$ cat config.mk
export PLATFORM = sky130hd
export DESIGN_NAME = gpx_port
export DESIGN_NICKNAME = d
export VERILOG_FILES = /design/src/gpx_pkg.sv /design/src/gpx_port.sv
export SDC_FILE = /design/constraint.sdc
export NUM_CORES = 1
export LEC_CHECK = 0
export BUFFER_PORTS_ARGS = -buffer_cell sky130_fd_sc_hd__buf_2
export CAP_MARGIN = 20
export CELL_PAD_IN_SITES_DETAIL_PLACEMENT = 0
export CELL_PAD_IN_SITES_GLOBAL_PLACEMENT = 1
export CORE_ASPECT_RATIO = 0.5
export CORE_MARGIN = 10
export CORE_UTILIZATION = 25
export CTS_CLUSTER_SIZE = 10
export DETAILED_ROUTE_END_ITERATION = 12
export GPL_TIMING_DRIVEN = 0
export PLACE_DENSITY = 0.62
export SKIP_LAST_GASP = 1
export SLEW_MARGIN = 20
export SYNTH_ARGS = -nofsm -noshare
export SYNTH_HDL_FRONTEND = slang
export SYNTH_SLANG_ARGS = --single-unit
$ cat constraint.sdc
create_clock -name CORE_CLK -period 3.2 [get_ports CORE_CLK]
set_input_delay 0.16 -clock CORE_CLK [delete_from_list [all_inputs] [get_ports CORE_CLK]]
set_output_delay 0.16 -clock CORE_CLK [all_outputs]
set_load 0.01 [all_outputs]
$ cat src/gpx_pkg.sv
// Package for the 8-pin general-purpose port with external interrupt requests.
// Assumes a Wishbone classic slave with 32-bit data, byte addresses, one register per word.
package gpx_pkg;

    // ==========================================================
    // Register map
    localparam logic [3:0] ADDR_DATA = 4'h0;
    localparam logic [3:0] ADDR_DIR = 4'h4;
    localparam logic [3:0] ADDR_OPT = 4'h8;
    localparam logic [3:0] ADDR_SENS = 4'hc;

    // ==========================================================
    // Reset values
    localparam logic [7:0] RST_DATA = 8'h00;
    localparam logic [7:0] RST_DIR = 8'h00;
    localparam logic [7:0] RST_OPT = 8'h00;
    localparam logic [1:0] RST_SENS = 2'h0;

    // ==========================================================
    // Sensitivity encodings
    localparam logic [1:0] SENS_FALL_LOW = 2'h0;
    localparam logic [1:0] SENS_RISE = 2'h1;
    localparam logic [1:0] SENS_FALL = 2'h2;
    localparam logic [1:0] SENS_BOTH = 2'h3;

    // ==========================================================
    // Pin kinds: 0 standard, 1 interrupt with pull-up, 2 interrupt floating
    localparam logic [15:0] PIN_KIND = 16'h0015;

    typedef enum logic [3:0] {
        MODE_FLOAT = 4'h1,
        MODE_PULLUP = 4'h2,
        MODE_OPEN_DRAIN = 4'h4,
        MODE_PUSH_PULL = 4'h8
    } gpx_mode_t;

endpackage : gpx_pkg

$ cat src/gpx_port.sv
// Eight-pin general-purpose port with per-pin direction, option, data latch,
// alternate-function override and one ORed external interrupt request.
// Assumes asynchronous pin inputs and a CPU that acknowledges the vector fetch.
//
// Chosen here: the Wishbone interface to the registers and the register offsets.
`timescale 1ns/1ns
module gpx_port (
    // Clock and reset
    input wire logic CORE_CLK,
    input wire logic NRST,
    // Wishbone classic slave
    input wire logic WB_CYC_I,
    input wire logic WB_STB_I,
    input wire logic WB_WE_I,
    input wire logic [3:0] WB_ADR_I,
    input wire logic [3:0] WB_SEL_I,
    input wire logic [31:0] WB_DAT_I,
    output logic [31:0] WB_DAT_O,
    output logic WB_ACK_O,
    output logic WB_ERR_O,
    // Pins
    input wire logic [7:0] PIN_I,
    output logic [7:0] PIN_O,
    output logic [7:0] PIN_OE,
    output logic [7:0] PIN_PULLUP,
    // Peripheral alternate functions
    input wire logic [7:0] ALT_OUT_EN,
    input wire logic [7:0] ALT_OUT_VAL,
    input wire logic [7:0] ALT_OPEN_DRAIN,
    output logic [7:0] ALT_IN,
    // CPU side of the interrupt
    input wire logic CPU_INT_MASK,
    input wire logic VECTOR_FETCH,
    output logic EXT_IRQ,
    output logic WAKE_REQ
);

    // ==========================================================
    // Registers
    logic [7:0] pin_data_latch_reg;
    logic [7:0] pin_direction_reg;
    logic [7:0] pin_option_reg;
    logic [1:0] sensitivity_reg;
    logic [7:0] sync1_reg;
    logic [7:0] sync2_reg;
    logic [7:0] prev_reg;
    logic pending_reg;
    logic ack_reg;
    logic err_reg;
    logic [31:0] rdata_reg;

    function automatic logic [1:0] pin_kind(input int idx);
        pin_kind = gpx_pkg::PIN_KIND[idx*2 +: 2];
    endfunction : pin_kind

    function automatic gpx_pkg::gpx_mode_t decode_mode(input logic dir, input logic opt);
        case ({dir, opt})
            2'h0: decode_mode = gpx_pkg::MODE_FLOAT;
            2'h1: decode_mode = gpx_pkg::MODE_PULLUP;
            2'h2: decode_mode = gpx_pkg::MODE_OPEN_DRAIN;
            2'h3: decode_mode = gpx_pkg::MODE_PUSH_PULL;
            default: decode_mode = gpx_pkg::MODE_FLOAT;
        endcase
    endfunction : decode_mode

    // ==========================================================
    // Bus decode
    logic req;
    logic wr_en;
    logic hit;
    assign req = WB_CYC_I && WB_STB_I && !ack_reg && !err_reg;
    assign hit = (WB_ADR_I == gpx_pkg::ADDR_DATA) || (WB_ADR_I == gpx_pkg::ADDR_DIR) ||
                 (WB_ADR_I == gpx_pkg::ADDR_OPT) || (WB_ADR_I == gpx_pkg::ADDR_SENS);
    // A write lands on the edge where the master samples ack high, so a master
    // that gives up before that edge leaves the registers untouched.
    assign wr_en = WB_CYC_I && WB_STB_I && ack_reg && hit && WB_WE_I && WB_SEL_I[0];

    always_ff @(posedge CORE_CLK or negedge NRST) begin
        if (!NRST) begin
            ack_reg <= 1'b0;
            err_reg <= 1'b0;
        end else begin
            ack_reg <= req && hit;
            err_reg <= req && !hit;
        end
    end

    // ==========================================================
    // Configuration registers
    always_ff @(posedge CORE_CLK or negedge NRST) begin
        if (!NRST) begin
            pin_data_latch_reg <= gpx_pkg::RST_DATA;
            pin_direction_reg <= gpx_pkg::RST_DIR;
            pin_option_reg <= gpx_pkg::RST_OPT;
            sensitivity_reg <= gpx_pkg::RST_SENS;
        end else if (wr_en) begin
            case (WB_ADR_I)
                gpx_pkg::ADDR_DATA: pin_data_latch_reg <= WB_DAT_I[7:0];
                gpx_pkg::ADDR_DIR: pin_direction_reg <= WB_DAT_I[7:0];
                gpx_pkg::ADDR_OPT: pin_option_reg <= WB_DAT_I[7:0];
                gpx_pkg::ADDR_SENS: sensitivity_reg <= WB_DAT_I[1:0];
                default: sensitivity_reg <= sensitivity_reg;
            endcase
        end
    end

    // ==========================================================
    // Pin input synchroniser; the first stage feeds only the second.
    always_ff @(posedge CORE_CLK or negedge NRST) begin
        if (!NRST) begin
            sync1_reg <= 8'h00;
            sync2_reg <= 8'h00;
            prev_reg <= 8'h00;
        end else begin
            sync1_reg <= PIN_I;
            sync2_reg <= sync1_reg;
            prev_reg <= sync2_reg;
        end
    end

    // ==========================================================
    // Pin drive, alternate functions and per-pin interrupt enables
    logic [7:0] read_val;
    logic [7:0] irq_en;
    logic [7:0] detect;
    always_comb begin
        gpx_pkg::gpx_mode_t m;
        m = gpx_pkg::MODE_FLOAT;
        for (int i = 0; i < 8; i++) begin
            m = decode_mode(pin_direction_reg[i], pin_option_reg[i]);
            PIN_PULLUP[i] = 1'b0;
            irq_en[i] = 1'b0;
            if (ALT_OUT_EN[i]) begin
                // Peripheral drive wins over the programmed mode.
                PIN_O[i] = ALT_OUT_VAL[i];
                PIN_OE[i] = !ALT_OPEN_DRAIN[i] || !ALT_OUT_VAL[i];
            end else if (pin_direction_reg[i]) begin
                PIN_O[i] = pin_data_latch_reg[i];
                PIN_OE[i] = (m == gpx_pkg::MODE_PUSH_PULL) || !pin_data_latch_reg[i];
            end else begin
                PIN_O[i] = 1'b0;
                PIN_OE[i] = 1'b0;
                PIN_PULLUP[i] = (m == gpx_pkg::MODE_PULLUP) && (pin_kind(i) != 2'h2);
                irq_en[i] = (m == gpx_pkg::MODE_PULLUP) && (pin_kind(i) != 2'h0);
            end
            if (pin_direction_reg[i] && !ALT_OUT_EN[i]) begin
                read_val[i] = pin_data_latch_reg[i];
            end else if (ALT_OUT_EN[i]) begin
                read_val[i] = ALT_OUT_VAL[i];
            end else begin
                read_val[i] = sync2_reg[i];
            end
            ALT_IN[i] = pin_direction_reg[i] ? pin_data_latch_reg[i] : sync2_reg[i];
            case (sensitivity_reg)
                gpx_pkg::SENS_FALL_LOW: detect[i] = !sync2_reg[i];
                gpx_pkg::SENS_RISE: detect[i] = sync2_reg[i] && !prev_reg[i];
                gpx_pkg::SENS_FALL: detect[i] = !sync2_reg[i] && prev_reg[i];
                gpx_pkg::SENS_BOTH: detect[i] = sync2_reg[i] != prev_reg[i];
                default: detect[i] = 1'b0;
            endcase
        end
    end

    // ==========================================================
    // Request latch; software cannot see it, a sensitivity write cancels it.
    logic any_event;
    logic sens_write;
    assign any_event = |(detect & irq_en);
    assign sens_write = wr_en && (WB_ADR_I == gpx_pkg::ADDR_SENS);

    always_ff @(posedge CORE_CLK or negedge NRST) begin
        if (!NRST) begin
            pending_reg <= 1'b0;
        end else if (sens_write) begin
            pending_reg <= 1'b0;
        end else if (any_event) begin
            pending_reg <= 1'b1; // Set wins over the fetch clear.
        end else if (VECTOR_FETCH) begin
            pending_reg <= 1'b0;
        end
    end

    assign EXT_IRQ = pending_reg && !CPU_INT_MASK;
    // Wake-up ignores the mask: wait and halt unmask interrupts on entry.
    assign WAKE_REQ = pending_reg;

    // ==========================================================
    // Read data
    always_ff @(posedge CORE_CLK or negedge NRST) begin
        if (!NRST) begin
            rdata_reg <= 32'h0000_0000;
        end else if (req && !WB_WE_I) begin
            case (WB_ADR_I)
                gpx_pkg::ADDR_DATA: rdata_reg <= {24'h000000, read_val};
                gpx_pkg::ADDR_DIR: rdata_reg <= {24'h000000, pin_direction_reg};
                gpx_pkg::ADDR_OPT: rdata_reg <= {24'h000000, pin_option_reg};
                gpx_pkg::ADDR_SENS: rdata_reg <= {30'h00000000, sensitivity_reg};
                default: rdata_reg <= 32'h0000_0000;
            endcase
        end
    end

    assign WB_DAT_O = rdata_reg;
    assign WB_ACK_O = ack_reg;
    assign WB_ERR_O = err_reg;

endmodule : gpx_port

==> key figures <==
Synth
  – Mux share of post-synthesis cell area: 0.1680
  – Number of distinct standard cells referenced by the synthesized netlist: 35
  – Per-instance average area after synthesis: approximately 11 um^2
  – Ranking of synthesized cells by instance count: sky130_fd_sc_hd__dfrtp_1, sky130_fd_sc_hd__nand2_1, sky130_fd_sc_hd__buf_4
  – Number of instances in the synthesized netlist: roughly 270
  – Syn Std Cell Area: around 0.003 mm^2
  – Most instantiated flip-flop cell in the synthesis netlist: sky130_fd_sc_hd__dfrtp_1
  – Share of synthesized cell area in full adder, half adder and majority cells: 0.02507
  – Area fraction in compound gates after synthesis: 0.1224
  – Seq/Total Area, Yosys: 0.4680
  – Xor and xnor area share after synthesis: 0
  – Dominant combinational cell family by area after synthesis: multiplexers
  – Count of synthesis-stage warnings from yosys: 0
  – Synthesized flop and latch total: 56
  – Top cell type's share of synthesized area: 0.4680
  – Synth top area cells: sky130_fd_sc_hd__dfrtp_1, sky130_fd_sc_hd__mux2_4, sky130_fd_sc_hd__buf_4
  – Simple-Gate Fraction of Synth Area: 0.1095
  – Post-synth top area cell: sky130_fd_sc_hd__dfrtp_1
  – Fraction of registers with async set or reset after synthesis: 1.000
  – Top-count cell post-synth: sky130_fd_sc_hd__dfrtp_1
  – EDFF count, synth: 0

Placement
  – Final weighted congestion in routability-driven placement: 0.7151
  – Port Buf Inserts: 93
  – Area after DPL: 0.003755 mm^2
  – Detailed placer's ending HPWL: 6.261 mm

Clock tree
  – Number of sinks on the clock net: between 50 and 60
  – Maximum buffer depth of the clock tree: 2
  – Number of buffers inserted by post-CTS setup repair: 0
  – Clock tree from TritonCTS: done
  – Worst-Skew Late Latency: around 0.30 ns
  – Number of cells upsized or downsized after cts: 0
  – Post-cts hold buffer count: 9
  – Deepest level of the CTS H-tree: 2
  – Number of buffers created by CTS: 5
  – Clock transition at the register clock pins on the worst setup and hold paths after CTS: roughly 0.07 ns
  – Cell at the root of the clock tree: sky130_fd_sc_hd__clkbuf_16

Setup path
  – Critical path, cell by cell: inv_1 > ha_1 > inv_1 > mux4_2 > a22oi_1 > a21oi_1
  – Number of buffers and inverters on the critical path: 2
  – Highest-delay cell along the critical path: sky130_fd_sc_hd__mux4_2
  – Worst setup path category: flip-flop to flip-flop
  – Worst path depth: 6
  – Critical path required time: 3.39 ns
  – Origin of the critical flop-to-flop path: sync2_reg[0]
  – Count of cells along the worst register-to-register path: 6
  – Data arrival time of the critical path: roughly 1.8 ns
  – CP Launch Type: flip-flop
  – Crit. End Element: flip-flop
  – CP delay by family, top: multiplexers
  – Delay of the slowest critical-path stage: around 0.45 ns
  – Worst setup path startpoint: sync2_reg[0]
  – Most frequent cell on the critical path: sky130_fd_sc_hd__inv_1
  – Maximum fanout along the worst path: 4

Route
  – Number of remaining DRC errors: 0
  – Number of DRC violations after detailed-routing iteration 0: approximately 110
  – Count of TritonRoute iterations in the first routing pass: 4
  – WL per Instance: approximately 14 um
  – DR vias/cell: ~4
  – Post-Route WL: about 8 mm
  – Number of nets with antenna violations after detailed routing: 0
  – Total via count in the routed design: between 2000 and 2500

Run
  – Max_cap viols: 0

Power
  – Overall power: between 1.5 and 2 mW
  – Max VDD drop: between 0.00015 and 0.0002 V
  – Power density of the placed cells: ~380 mW/mm^2
  – Static leakage: just over 2 nW

Floorplanning
  – Number of I/O pins: approximately 150
  – Die outline width: between 150 and 200 um
  – Chip height: 97.39 um
  – Std-Cell Rows: 28
  – Core area: 0.01177 mm^2
  – Die Footprint: about 0.017 mm^2
  – Effective utilization at floorplan: 0.2544

Global route
  – Antenna violations before repair: 1
  – Pin count of the biggest net entering global routing: 57
  – Sum of overflow across all layers after global routing: 0
  – Number of global-route vias before repair: between 2000 and 2500
  – Global-route wire length before repair: ~13 mm
  – Overall fraction of global-route tracks in use: 0.09403

STA
  – Finish-stage setup viols: 0
  – Slew Limit Headroom: 0.5028
  – Unrepaired setup endpoints after global routing: no
  – Transition time of the tightest slew-check pin: around 0.73 ns
  – Final sum of negative setup slack: 0 ns
  – Share of the clock period used by the worst path: 0.5148
  – Final count of hold timing violations: 0
  – Post-route worst hold slack: approximately 0.12 ns
  – Slew Limit Fails: 0
  – Highest achievable clock rate: just over 600 MHz
  – Skew final: 0.007285 ns
  – Fin crit period: approximately 1.6 ns

Final layout
  – Area growth, synth to finish: 33.43%
  – Antenna diode count: 0
  – Layout cells sized above 1: 0.4211
  – Design area: 0.003995 mm^2
  – Number of nets in the finished design: between 400 and 500

Run status
  – Outcome: finished clean

Min path
  – Worst Min Path Start: WB_DAT_I[2]
  – Hold Crit Depth: 2
  – Hold Crit Class: input port to flip-flop
-- placed cells by master (no fill, tap or decap), types with 9 or more instances in the layout --
cell type | Yosys | layout
sky130_fd_sc_hd__mux2_2 | 12 | 12
sky130_fd_sc_hd__conb_1 | 1 | 24
sky130_fd_sc_hd__mux2_4 | 16 | 16
sky130_fd_sc_hd__dlygate4sd3_1 | 0 | 9
sky130_fd_sc_hd__inv_1 | 17 | 17
sky130_fd_sc_hd__a21oi_1 | 19 | 19
sky130_fd_sc_hd__dfrtp_1 | 56 | 56
sky130_fd_sc_hd__nand2_1 | 25 | 25
sky130_fd_sc_hd__o21ai_0 | 22 | 22
sky130_fd_sc_hd__buf_2 | 2 | 94
sky130_fd_sc_hd__buf_4 | 24 | 25
-- layout make-up --
cell class	instances	area [um^2]
flip-flops and latches	56	1401
inverters	17	63.81
fillers	1281	7776
clock buffers	7	142.6
repair buffers	102	558.0
clock inverters	1	7.507
multi-input cells	186	1363
plain buffers	30	252.7
well taps	165	206.4
-- metrics by stage --
| step | util | std cells | setup slack (ns) |
|---|---|---|---|
| final | 0.3394 | 564 | 1.553 |
| after global routing | 0.3394 | 564 | 1.396 |
| after floorplan | - | 289 | 1.673 |
| after detailed placement | 0.3190 | 547 | 1.423 |
| after global placement | 0.3188 | 547 | 1.435 |
| after CTS | 0.3394 | 564 | 1.563 |
-- worst paths after layout --
path / slack (ns) / end
setup / recovery: 1.55 / WAKE_REQ
hold / removal: 0.12 / pin_direction_reg[2]
setup reg to reg: 1.55 / WAKE_REQ
hold reg to reg: 0.35 / sync2_reg[2]
max in group asynchronous: 2.26 / WB_DAT_O[1]
min in group asynchronous: 0.46 / pin_data_latch_reg[6]
-- where the power goes --
part / switching (mW) / leakage (nW) / total [mW] / internal [mW]
registers: 0.0107 / 0.736 / 0.737 / 0.727
logic: 0.110 / 1.21 / 0.203 / 0.0922
clock network: 0.255 / 0.0701 / 0.568 / 0.313
total: 0.376 / 2.02 / 1.51 / 1.13
-- kinds of logic after synthesis --
kind of cell,count (synthesis)
compound gates,60
fa+ha+maj,6
buf+inv,47
flops,56
mux,37
other cells,1
simple gates,59
-- metal layers --
metal / up-vias / track usage / wire [um]
met1: 1094 / 0.1085 / 3435
met4: 2 / 0.03109 / 94
li1: 1147 / - / -
met3: 8 / 0.02715 / 451
met5: - / 0 / 13
met2: 63 / 0.1638 / 3998
(Power assumes the default switching activity.)
